## config.mk

```make
export PLATFORM = sky130hd
export DESIGN_NAME = psf_status_word
export DESIGN_NICKNAME = d
export VERILOG_FILES = /design/src/design/psf_pkg.sv /design/src/design/psf_status_word.sv
export SDC_FILE = /design/constraint.sdc
export NUM_CORES = 1
export LEC_CHECK = 0
export BUFFER_PORTS_ARGS = -buffer_cell sky130_fd_sc_hd__buf_4
export CAP_MARGIN = 20
export CELL_PAD_IN_SITES_DETAIL_PLACEMENT = 1
export CELL_PAD_IN_SITES_GLOBAL_PLACEMENT = 1
export CORE_MARGIN = 2
export CORE_UTILIZATION = 45
export CTS_CLUSTER_SIZE = 20
export DETAILED_ROUTE_END_ITERATION = 7
export PLACE_DENSITY_LB_ADDON = 0.1
export SLEW_MARGIN = 20
export SYNTH_ARGS = -nofsm -noshare
export SYNTH_HDL_FRONTEND = slang
export SYNTH_SLANG_ARGS = --single-unit
```

## constraint.sdc

```tcl
create_clock -name clk -period 8.65 [get_ports clk]
set_clock_uncertainty 0.05 [all_clocks]
set_input_delay 0.4325 -clock clk [delete_from_list [all_inputs] [get_ports clk]]
set_output_delay 0.4325 -clock clk [all_outputs]
set_load 0.02 [all_outputs]
```

## src/design/psf_pkg.sv

```systemverilog
// Package for the program status flag block: address, fields, types
package psf_pkg;
   // ----------------------------------------------------------------
   // Register address and field positions
   // ----------------------------------------------------------------
   localparam logic [7:0] PSF_STATUS_WORD_ADDR = 8'hD0;
   localparam logic [7:0] PSF_STATUS_WORD_RST  = 8'h00;
   localparam int         PSF_CARRY_BIT        = 7;
   localparam int         PSF_AUX_BIT          = 6;
   localparam int         PSF_USER0_BIT        = 5;
   localparam int         PSF_BANK_HI          = 4;
   localparam int         PSF_BANK_LO          = 3;
   localparam int         PSF_OVF_BIT          = 2;
   localparam int         PSF_USER1_BIT        = 1;
   localparam int         PSF_PAR_BIT          = 0;
   localparam logic [2:0] PSF_BIT_NUM_USER0    = 3'h5;
   localparam logic [2:0] PSF_BIT_NUM_USER1    = 3'h1;
   localparam logic [2:0] PSF_BIT_NUM_PAR      = 3'h0;
   localparam logic [7:0] PSF_NIBBLE_MASK      = 8'h0F;
   localparam logic [7:0] PSF_BYTE_ZERO        = 8'h00;
   localparam logic [2:0] PSF_BANK_SHIFT       = 3'h3;

   // ----------------------------------------------------------------
   // Datapath operation codes (one-hot)
   // ----------------------------------------------------------------
   typedef enum logic [6:0] {
      PSF_OP_NONE = 7'h01,
      PSF_OP_ADD  = 7'h02,
      PSF_OP_ADDC = 7'h04,
      PSF_OP_SUBB = 7'h08,
      PSF_OP_MUL  = 7'h10,
      PSF_OP_DIV  = 7'h20,
      PSF_OP_CARRY_ONLY = 7'h40
   } psf_op_t;

   // Operation request from the execution datapath
   typedef struct packed {
      logic    valid;
      psf_op_t op;
      logic [7:0] a;
      logic [7:0] b;
      logic       carry_out;
   } psf_alu_req_t;

   // Software register access, byte or single bit
   typedef struct packed {
      logic       wr;
      logic       bit_wr;
      logic [7:0] addr;
      logic [2:0] bit_num;
      logic [7:0] wdata;
   } psf_sw_req_t;
endpackage : psf_pkg

```

## src/design/psf_status_word.sv

```systemverilog
// Program status word flag logic of an 8-bit processor core
`timescale 1ns/10ps
module psf_status_word
   import psf_pkg::*;
(
   input  wire logic         clk,
   input  wire logic         rstn,
   input  wire psf_alu_req_t alu_req,
   input  wire psf_sw_req_t  sw_req,
   input  wire logic [7:0]   accumulator,
   input  wire logic [2:0]   reg_index,
   output logic [7:0]        status_word,
   output logic [7:0]        reg_file_addr,
   output logic [1:0]        register_bank_select
);

   // ----------------------------------------------------------------
   // Flag state
   // ----------------------------------------------------------------
   logic       carry_flag;
   logic       aux_carry_flag;
   logic       user_flag_zero;
   logic       user_flag_one;
   logic       overflow_flag;
   logic       parity_flag;
   logic       next_aux;
   logic       next_ov;
   logic       next_cy;
   logic       arith;
   logic       sw_hit;
   logic [7:0] next_word;
   logic [15:0] product;

   // Decoding shared by the byte and bit write paths
   function automatic logic bit_written(input psf_sw_req_t r,
                                        input logic [2:0] n,
                                        input logic [7:0] cur);
      logic v;
      v = cur[n];
      if (r.bit_wr)
      begin
         if (r.bit_num == n)
            v = r.wdata[0];
      end
      else
         v = r.wdata[n];
      return v;
   endfunction

   // ----------------------------------------------------------------
   // Arithmetic flag results
   // ----------------------------------------------------------------
   logic [4:0] nib_add;
   logic [4:0] nib_sub;
   logic [7:0] sum8;
   logic [7:0] dif8;
   logic       cin;
   always_comb
   begin
      cin     = (alu_req.op == PSF_OP_ADD) ? 1'b0 : carry_flag;
      nib_add = {1'b0, alu_req.a[3:0]} + {1'b0, alu_req.b[3:0]}
                + {4'h0, cin};
      nib_sub = {1'b0, alu_req.a[3:0]} - {1'b0, alu_req.b[3:0]}
                - {4'h0, carry_flag};
      sum8    = alu_req.a + alu_req.b + {7'h00, cin};
      dif8    = alu_req.a - alu_req.b - {7'h00, carry_flag};
      product = {8'h00, alu_req.a} * {8'h00, alu_req.b};
      arith   = alu_req.valid && (alu_req.op != PSF_OP_NONE);
      next_aux = aux_carry_flag;
      next_ov  = overflow_flag;
      next_cy  = carry_flag;
      case (alu_req.op)
         PSF_OP_ADD, PSF_OP_ADDC:
         begin
            next_aux = nib_add[4];
            next_ov  = (alu_req.a[7] == alu_req.b[7]) &&
                       (sum8[7] != alu_req.a[7]);
            next_cy  = alu_req.carry_out;
         end
         PSF_OP_SUBB:
         begin
            next_aux = nib_sub[4];
            next_ov  = (alu_req.a[7] != alu_req.b[7]) &&
                       (dif8[7] != alu_req.a[7]);
            next_cy  = alu_req.carry_out;
         end
         // Product and quotient carry nothing out, so both carries drop
         PSF_OP_MUL:
         begin
            next_aux = 1'h0;
            next_ov  = (product[15:8] != PSF_BYTE_ZERO);
            next_cy  = 1'h0;
         end
         PSF_OP_DIV:
         begin
            next_aux = 1'h0;
            next_ov  = (alu_req.b == PSF_BYTE_ZERO);
            next_cy  = 1'h0;
         end
         PSF_OP_CARRY_ONLY:
            next_cy = alu_req.carry_out;
         default:
            next_aux = aux_carry_flag;
      endcase
   end

   // Software access decode, byte or bit form
   assign sw_hit = sw_req.wr && (sw_req.addr == PSF_STATUS_WORD_ADDR);
   assign next_word = {carry_flag, aux_carry_flag, user_flag_zero,
                       register_bank_select, overflow_flag,
                       user_flag_one, parity_flag};

   // ----------------------------------------------------------------
   // Hardware-updated flags; datapath wins over a software write
   // ----------------------------------------------------------------
   always_ff @(posedge clk)
   begin
      if (!rstn)
      begin
         carry_flag     <= PSF_STATUS_WORD_RST[PSF_CARRY_BIT];
         aux_carry_flag <= PSF_STATUS_WORD_RST[PSF_AUX_BIT];
         overflow_flag  <= PSF_STATUS_WORD_RST[PSF_OVF_BIT];
      end
      else if (arith)
      begin
         carry_flag     <= next_cy;
         aux_carry_flag <= next_aux;
         overflow_flag  <= next_ov;
      end
      else if (sw_hit)
      begin
         carry_flag     <=
            bit_written(sw_req, 3'(PSF_CARRY_BIT), next_word);
         aux_carry_flag <=
            bit_written(sw_req, 3'(PSF_AUX_BIT), next_word);
         overflow_flag  <=
            bit_written(sw_req, 3'(PSF_OVF_BIT), next_word);
      end
   end

   // User flags and bank select: software only, hardware never touches
   always_ff @(posedge clk)
   begin
      if (!rstn)
      begin
         user_flag_zero       <= PSF_STATUS_WORD_RST[PSF_USER0_BIT];
         user_flag_one        <= PSF_STATUS_WORD_RST[PSF_USER1_BIT];
         register_bank_select <= PSF_STATUS_WORD_RST[PSF_BANK_HI:PSF_BANK_LO];
      end
      else if (sw_hit)
      begin
         user_flag_zero <=
            bit_written(sw_req, PSF_BIT_NUM_USER0, next_word);
         user_flag_one  <=
            bit_written(sw_req, PSF_BIT_NUM_USER1, next_word);
         register_bank_select <=
            {bit_written(sw_req, 3'(PSF_BANK_HI), next_word),
             bit_written(sw_req, 3'(PSF_BANK_LO), next_word)};
      end
   end

   // Parity registered so the output is a flop; the status_word bit lags accumulator two cycles
   always_ff @(posedge clk)
   begin
      if (!rstn)
         parity_flag <= PSF_STATUS_WORD_RST[PSF_PAR_BIT];
      else
         parity_flag <= ^accumulator;
   end

   // Status word image and banked register address, both registered
   always_ff @(posedge clk)
   begin
      if (!rstn)
      begin
         status_word   <= PSF_STATUS_WORD_RST;
         reg_file_addr <= PSF_BYTE_ZERO;
      end
      else
      begin
         status_word   <= {next_word[7:1], parity_flag};
         reg_file_addr <= {3'h0, register_bank_select, reg_index};
      end
   end
endmodule // psf_status_word

```

==> metrics, run 1 <==
Die Width=91.14 um; Antenna Nets Post-Route=0; Seq. cell area=380.4 um2; Worst setup EP type=register; compound-gate portion of the synthesized area=13.26%; Final WS setup=3997 ps; vias in the first global route=3257; number of diodes=0; worst slew pin tran=549.8 ps; critical path required time=8740 ps; Fillers=about 950; gpl congestion=0.8204; Post-synth EDFFs=0; CTS Buffer Depth=2; Syn. warnings=0; Die ar.=8307 um2; max-slew violations=0; HP Class=primary input to register; Post-Syn Area per Cell=8.375 um2; setup TNS=0 ps; Ports=77; Pwr Density=135.7 nW/um2; RSZ-0062 raised after global routing=false; Post-CTS Setup Bufs=0; mux cell area share after synthesis=0.9154%; CTS root buf=clkbuf_8; Starting Density=a little under half; initial antenna violation count=0; worst endpoint data arrival time=4740 ps; max cap viols=0; DRT Wirelength=8.957 mm; Gate Count Post-Synth=408; drt pass-1 iters=4; hold_buf cts=0; chip height=91.14 um; largest net degree at the start of global routing=20; Final period util=53.79%; CTS tree=yes; routed len/inst=15.52 um; most frequent cell after synthesis=inv_1; via count=approximately 3100; pre-CTS setup slack=3776 ps; # resized after CTS=0; # rows=31; Synth area leaders=fa_1 (21%), ha_1 (19%), dfxtp_1 (11%); H-tree depth=1; synth cell count leaders=inv_1 (61), ha_1 (52), and2_1 (38); post-synth design cell area=3417 um2; DRC Markers=0; ys async rst share=0%; final std cells w/o fill=577; status=finished, final reports clean; FF+latch count, synth=19; top cell type's share of synthesized area=20.51%; clock sink total=19; sequential cell area fraction in the yosys report=about 11%; area added between synthesis and finish=19.70%; Synth Area in XOR/XNOR=3.845%; hpwl dp=about 7.7 mm; static leakage=2.080 nW; Detailed Route Iter0 Violations=slightly above 80; area leader, netlist=fa_1; GRT overflow=0; Placed Cells incl. Taps=around 570; Yosys cell types=52; Setup CP Type=primary input to register; Adder-Cell Fraction of Synth Area=39.55%; vias per cell=around 5.3; Final setup viols=0; PortBufs=73; Most used DFF post-synth=dfxtp_1; crit-path max FO=10; Synth Area in Simple Gates=22.96%; worst vdd ir=0.08610 mV; GRT Resource Usage Total=22.23%; area taken by multi-input logic gates=between 2000 and 3000 um2; Critical Path Start Type=primary input; share of layout cells above drive strength 1=between 10% and 20%; reg2reg setup slack=between 6000 and 7000 ps; insertion delay to the later sink of the worst-skew pair=about 260 ps; CTS buffer count=3; core area=7292 um2; Hold Violations, Final=0; Final nets=between 600 and 700; largest family of logic cells by synthesized area=adder cells; fin crit period=4653 ps; relative slew slack=62.83%; first-pass GRT wire length=around 15 mm; Fmax=214.9 MHz; CTS clk-pin slew, worst paths=70 ps
## where the power goes
part	switching (mW)	internal, mW	leakage [nW]	total, mW
Clock	0.0310	0.0321	0.0255	0.0631
Sequential	0.000747	0.0902	0.154	0.0909
Combinational	0.221	0.180	1.90	0.401
Total	0.253	0.302	2.08	0.555
## sequential cells by signal (all words and copies together), names as in the netlist
register / count
user_flag_zero: 1
user_flag_one: 1
status_word: 8
carry_flag: 1
reg_file_addr: 3
parity_flag: 1
aux_carry_flag: 1
register_bank_select: 2
overflow_flag: 1
## final cells by class
class                           instances  area share [%]
Clock inverter                          1          0.1224
Multi-Input combinational cell        321           67.54
Clock buffer                            3           1.009
Sequential cell                        19           9.299
Tap cell                               99           3.028
Inverter                               61           5.598
Timing Repair Buffer                   73           13.40
## worst max-delay path, cell delays in order
cell	delay [ps]
buf_4	160
ha_1	200
inv_1	80
fa_1	550
fa_1	440
fa_1	530
fa_1	550
inv_1	40
ha_1	350
a21oi_1	240
a21o_1	150
a22oi_1	70
a221oi_1	230
nand3_1	130
o31ai_1	430
a31oi_1	140
## metal layers
layer | track usage, % | wire (um)
met1 | 29.12 | 4085
met5 | 0 | 0
met4 | 3.157 | 75
met2 | 39.88 | 4520
met3 | 2.905 | 275
## kinds of logic (layout without fill, tap and decap cells)
group                      Yosys count  after routing
AOI/OAI and AO/OA                   68             68
xor gates and xnor gates            15             15
adders and majority gates           87             87
buffers and inverters               70            138
DFF                                 19             19
muxes                                3              3
other                                1              3
and+or+nand+nor                    145            145
## path summary, 6_finish.rpt
| kind | cells past startpoint | start | endpoint |
|---|---|---|---|
| max reg2reg | 11 | carry_flag | aux_carry_flag |
| min reg2reg | 1 | parity_flag | status_word[0] |
| min | 2 | reg_index[1] | reg_file_addr[1] |
| max | 16 | alu_req[5] | overflow_flag |
## layout by cell type, fill, tap and decap left out, drive strengths merged, types with 3 or more instances in the layout
| cell type | n |
|---|---|
| nor4 | 5 |
| nand3b | 3 |
| o211a | 4 |
| a21oi | 16 |
| nor2 | 20 |
| nand3 | 9 |
| xor2 | 5 |
| fa | 35 |
| inv | 61 |
| and2 | 38 |
| o21ai | 15 |
| nor3 | 7 |
| xnor2 | 10 |
| clkbuf | 3 |
| ha | 52 |
| a211oi | 5 |
| nand2 | 35 |
| conb | 3 |
| nor4b | 4 |
| a31oi | 6 |
| a21o | 4 |
| dfxtp | 19 |
| buf | 73 |
| nand2b | 8 |
## stage by stage
stage          hold WS [ps]  power (mW)  area [um2]  utilization (%)
3_5_place_dp          382.3      0.4935        4044            55.46
5_1_grt               322.5      0.6250        4090            56.09
4_1_cts               329.0      0.5610        4090            56.09
3_3_place_gp          373.8      0.4742        4044            55.46
6_report              332.1      0.5552        4090            56.09
2_1_floorplan         361.9      0.3858        3425                -
Note: power is estimated with default switching activity, not from simulation.
==> inputs of run 2 (changes only) <==
Settings changed: CORE_UTILIZATION 45 to 41.
Clock period 8.65 ns to 4.4 ns, I/O delays scaled along.
==> metrics, run 2 (synthesis gave the netlist of run 1 again) <==
drt pass-1 iters=4 (unchanged); Final nets=658 (+5.3%); PortBufs=73 (unchanged); biggest regs=status_word: 8 flops, reg_file_addr: 3 flops, register_bank_select: 2 flops; Fmax=234.5 MHz; FF-to-FF path depth=11 (unchanged); Hold Path Stages=2 (unchanged); Hold WS=116.5 ps (-215.5 ps); Critical Path Start Type=primary input; CTS Buffer Depth=2 (unchanged); commonest non-fill, non-tap cell in the layout=buf_4; Die Width=95.29 um (+4.6%); Seq. cell area=380.4 um2 (unchanged); dpl cell area=4307 um2 (+6.5%); clock sink total=19 (unchanged); max-slew violations=0 (unchanged); DRC Markers=0 (unchanged); static leakage=2.236 nW (+7.5%); Hold Violations, Final=0 (unchanged); Detailed Route Iter0 Violations=66 (-19%); share of layout cells above drive strength 1=24.46% (+7.1 points); met3 Use GR=2.292% (-0.61 points); DRT Wirelength=9.428 mm (+5.3%); core area=8134 um2 (+12%); area added between synthesis and finish=28.52%; routed len/inst=15.31 um (-1.4%); Final period util=96.92%; Biggest register=status_word; most frequent cells in the layout=buf_4 (106), inv_1 (60), ha_1 (48); final instance area=4392 um2 (+7.4%); largest net degree at the start of global routing=20 (unchanged); crit-path max FO=8 (-2); Final Util=53.99% (-2.1 points); H-tree depth=1 (unchanged); pre-CTS setup slack=-238.7 ps (-4015 ps); CTS root buf=clkbuf_8; fin crit period=roughly 4300 ps; GRT overflow=0 (unchanged); via count=3185 (+4.2%); total power=1.234 mW (+120%); CTS buffer count=3 (unchanged); gpl congestion=0.7759 (-5.4%); chip height=95.29 um (+4.6%); Starting Density=42.01% (-4.9 points); Setup CP Type=primary input to register; status=finished, final reports clean; Pwr Density=281.0 nW/um2 (+110%); hpwl dp=8.276 mm (+6.9%); Die ar.=9080 um2 (+9.3%); met1 Usage GRT=29.14% (about the same); area taken by multi-input logic gates=2809 um2 (+1.7%); HP Class=primary input to register; global routing usage on met2=38.85% (-1.0 points); GRT Resource Usage Total=21.68% (-0.54 points); Worst setup EP type=register; vias per cell=5.170 (-2.4%); Antenna Nets Post-Route=0 (unchanged); critical path required time=4500 ps (-4240 ps); max FFs per register=8 (unchanged); max cap viols=0 (unchanged); number of diodes=0 (unchanged); vias in the first global route=3373 (+3.6%); insertion delay to the later sink of the worst-skew pair=260 ps (about the same); CTS tree=yes; Ports=77 (unchanged); relative slew slack=58.12% (-4.7 points); Fillers=1002 (+5.9%); worst slew pin tran=619.5 ps (+69.71 ps); first-pass GRT wire length=15.56 mm (+1.8%); worst endpoint data arrival time=4360 ps (-380 ps); Final WS setup=135.6 ps (-3861 ps); # rows=33 (+6.5%); initial antenna violation count=0 (unchanged); worst vdd ir=0.1846 mV (+110%); Final setup viols=0 (unchanged); Most Crowded Layer GR=met2; CTS clk-pin slew, worst paths=70 ps (about the same)
==> run 2: changes by cell type in the layout (fill, tap and decap cells not counted), sizes merged <==
cell and change:
buf +33
==> run 2: worst paths after layout <==
kind	start	endpoint	slack, ps
hold reg to reg	parity_flag	status_word[0]	390
setup / recovery	alu_req[4]	overflow_flag	140
setup reg to reg	carry_flag	aux_carry_flag	2000
hold / removal	reg_index[2]	reg_file_addr[2]	120
==> run 2: timing repair <==
| item | CTS | global route |
|---|---|---|
| setup buffers | 0 | 0 |
| endpoints found under the setup margin | 0 | 1 |
| hold buffers | 0 | 0 |
| resized for setup | 0 | 10 |
==> run 2: through the flow <==
stage / std cells / setup TNS (ps)
final: 616 / 0
after global routing: 616 / -27.15
after CTS: 617 / 0
after detailed placement: 613 / -238.7
after global placement: 613 / -117.9
after floorplan: 410 / 0
==> run 2: area by class of cell <==
| cell class | instances | share of cell area, % |
|---|---|---|
| clock buffer | 3 | 0.9402 |
| clock inverter | 1 | 0.1140 |
| inverter | 61 | 5.214 |
| multi-input combinational | 321 | 63.96 |
| sequential | 19 | 8.661 |
| tap | 105 | 2.991 |
| timing repair buffer | 106 | 18.12 |
==> run 2: metal layers <==
layer	wire (um)	vias to the layer above
li1	-	1580
met4	44	0
met3	287	7
met1	4437	1544
met2	4659	54
met5	0	-
==> run 2: report_power, final <==
part	switching [mW]	total, mW	internal, mW
Sequential	0.00119	0.178	0.177
Combinational	0.480	0.933	0.453
Clock	0.0595	0.123	0.0630
Total	0.541	1.23	0.693
==> run 2: worst max-delay path, stage by stage <==
cell      delay (ps)
buf_4            130
ha_2             200
inv_1             60
fa_1             530
inv_1             40
ha_1             280
inv_1             50
fa_1             520
inv_1             50
fa_1             540
ha_2             280
a211oi_1         240
o21a_1           230
nor3_1            80
nor4_1           280
nand3_1          140
o31ai_1          230
buf_4            160
a31oi_1           70
==> inputs of run 3 (changes only) <==
Settings changed: HOLD_SLACK_MARGIN from default to 0.15.
==> metrics, run 3 (synthesis gave the netlist of run 1 again) <==
routed len/inst=15.29 um (-0.12%); met1 Usage GRT=29.29% (+0.15 points); CP delay by family, top=adder cells; Hold WS=237.9 ps (+121.3 ps); Final period util=96.92% (about the same); pre-CTS setup slack=-238.7 ps (unchanged); vias per cell=5.160 (-0.20%); CTS Buffer Depth=2 (unchanged); fin crit period=4265 ps (+0.1580 ps); Detailed Route Iter0 Violations=75 (+14%); CTS root buf=clkbuf_8; status=finished, final reports clean; static leakage=2.248 nW (+0.56%); PortBufs=73 (unchanged); CTS tree=yes; met3 Use GR=2.213% (-0.079 points); GRT Resource Usage Total=21.78% (+0.10 points); Final setup viols=0 (unchanged); Ports=77 (unchanged); initial antenna violation count=0 (unchanged); total power=1.236 mW (+0.18%); Most Crowded Layer GR=met2; Final nets=661 (+0.46%); # rows=33 (unchanged); DRC Markers=0 (unchanged); chip height=95.29 um (unchanged); first-pass GRT wire length=15.62 mm (+0.40%); critical path required time=4500 ps (about the same); Antenna Nets Post-Route=0 (unchanged); commonest non-fill, non-tap cell in the layout=buf_4; vias in the first global route=3385 (+0.36%); Critical Path Start Type=primary input; drt pass-1 iters=4 (unchanged); most used cell, CP=inv_1; CTS buffer count=3 (unchanged); Post-CTS Setup Bufs=0 (unchanged); CTS clk-pin slew, worst paths=70 ps (about the same); via count=3194 (+0.28%); clock sink total=19 (unchanged); Pwr Density=279.6 nW/um2 (-0.51%); Starting Density=42.01% (unchanged); setup TNS=0 ps (unchanged); Biggest register=status_word; Hold Violations, Final=0 (unchanged); Worst setup EP type=register; Setup CP Type=primary input to register; crit-path cells=buf_4 -> ha_2 -> inv_1 -> fa_1 -> inv_1 -> ha_1 -> inv_1 -> fa_1 -> inv_1 -> fa_1 -> ha_2 -> a211oi_1 -> o21a_1 -> nor3_1 -> nor4_1 -> nand3_1 -> o31ai_1 -> buf_4 -> a31oi_1; crit-path max FO=8 (unchanged); insertion delay to the later sink of the worst-skew pair=260 ps (about the same); biggest regs=status_word: 8 flops, reg_file_addr: 3 flops, register_bank_select: 2 flops; worst vdd ir=0.1846 mV (about the same); H-tree depth=1 (unchanged); core area=8134 um2 (unchanged); relative slew slack=58.13% (about the same); max cap viols=0 (unchanged); Final Util=54.36% (+0.37 points); Die Width=95.29 um (unchanged); global routing usage on met2=39.08% (+0.23 points); HP Class=primary input to register; Worst Path Buf+Inv=6 (unchanged); DRT Wirelength=9.463 mm (+0.37%); hpwl dp=8.276 mm (unchanged); largest net degree at the start of global routing=20 (unchanged); Final WS setup=135.5 ps (-0.1580 ps); number of diodes=0 (unchanged); gpl congestion=0.7759 (unchanged); GRT overflow=0 (unchanged); Die ar.=9080 um2 (unchanged); share of layout cells above drive strength 1=24.32% (-0.14 points); slowest CP cell=fa_1; area added between synthesis and finish=29.40%; max incr delay on CP=540 ps (about the same); worst slew pin tran=619.4 ps (-0.1757 ps); most frequent cells in the layout=buf_4 (106), inv_1 (60), ha_1 (48); max FFs per register=8 (unchanged); Fmax=234.5 MHz (about the same); worst endpoint data arrival time=4360 ps (about the same); max-slew violations=0 (unchanged)
run 3: through the flow:
stage | instance area, um2 | instances
2_1_floorplan | 3425 | 410
3_3_place_gp | 4307 | 613
3_5_place_dp | 4307 | 613
4_1_cts | 4383 | 620
5_1_grt | 4422 | 619
6_report | 4422 | 619
run 3: path summary, 6_finish.rpt:
kind | from | to | slack [ps] | cells past startpoint
max | alu_req[4] | overflow_flag | 140 | 19
min | rstn | register_bank_select[1] | 240 | 2
max reg2reg | carry_flag | aux_carry_flag | 2000 | 11
min reg2reg | parity_flag | status_word[0] | 400 | 1
run 3: report_power, final:
group          switching (mW)  total, mW  internal [mW]  leakage, nW
Sequential            0.00120      0.178          0.177        0.154
Clock                  0.0594      0.122         0.0630       0.0255
Combinational           0.481      0.935          0.454         2.07
Total                   0.541       1.24          0.695         2.25
run 3: layer usage:
metal  part of all wire [%]  vias up  wire (um)
met5                      0        -          0
met4                   0.46        0         44
met3                    3.0        7        281
met2                     50       54       4685
met1                     47     1547       4452
li1                       -     1586          -
run 3: cell type report:
cell class                 count  area, um2
multi-input combinational    321       2809
timing repair buffer         109      825.8
tap                          105      131.4
fill                        1001       3712
inverter                      61      229.0
clock buffer                   3      41.29
clock inverter                 1      5.005
sequential                    19      380.4
run 3: timing repair:
action,4_1_cts,5_1_grt
hold buffers,3,0
gates resized for setup,0,10
endpoints found under the setup margin,0,1
hold endpoints to repair,3,0
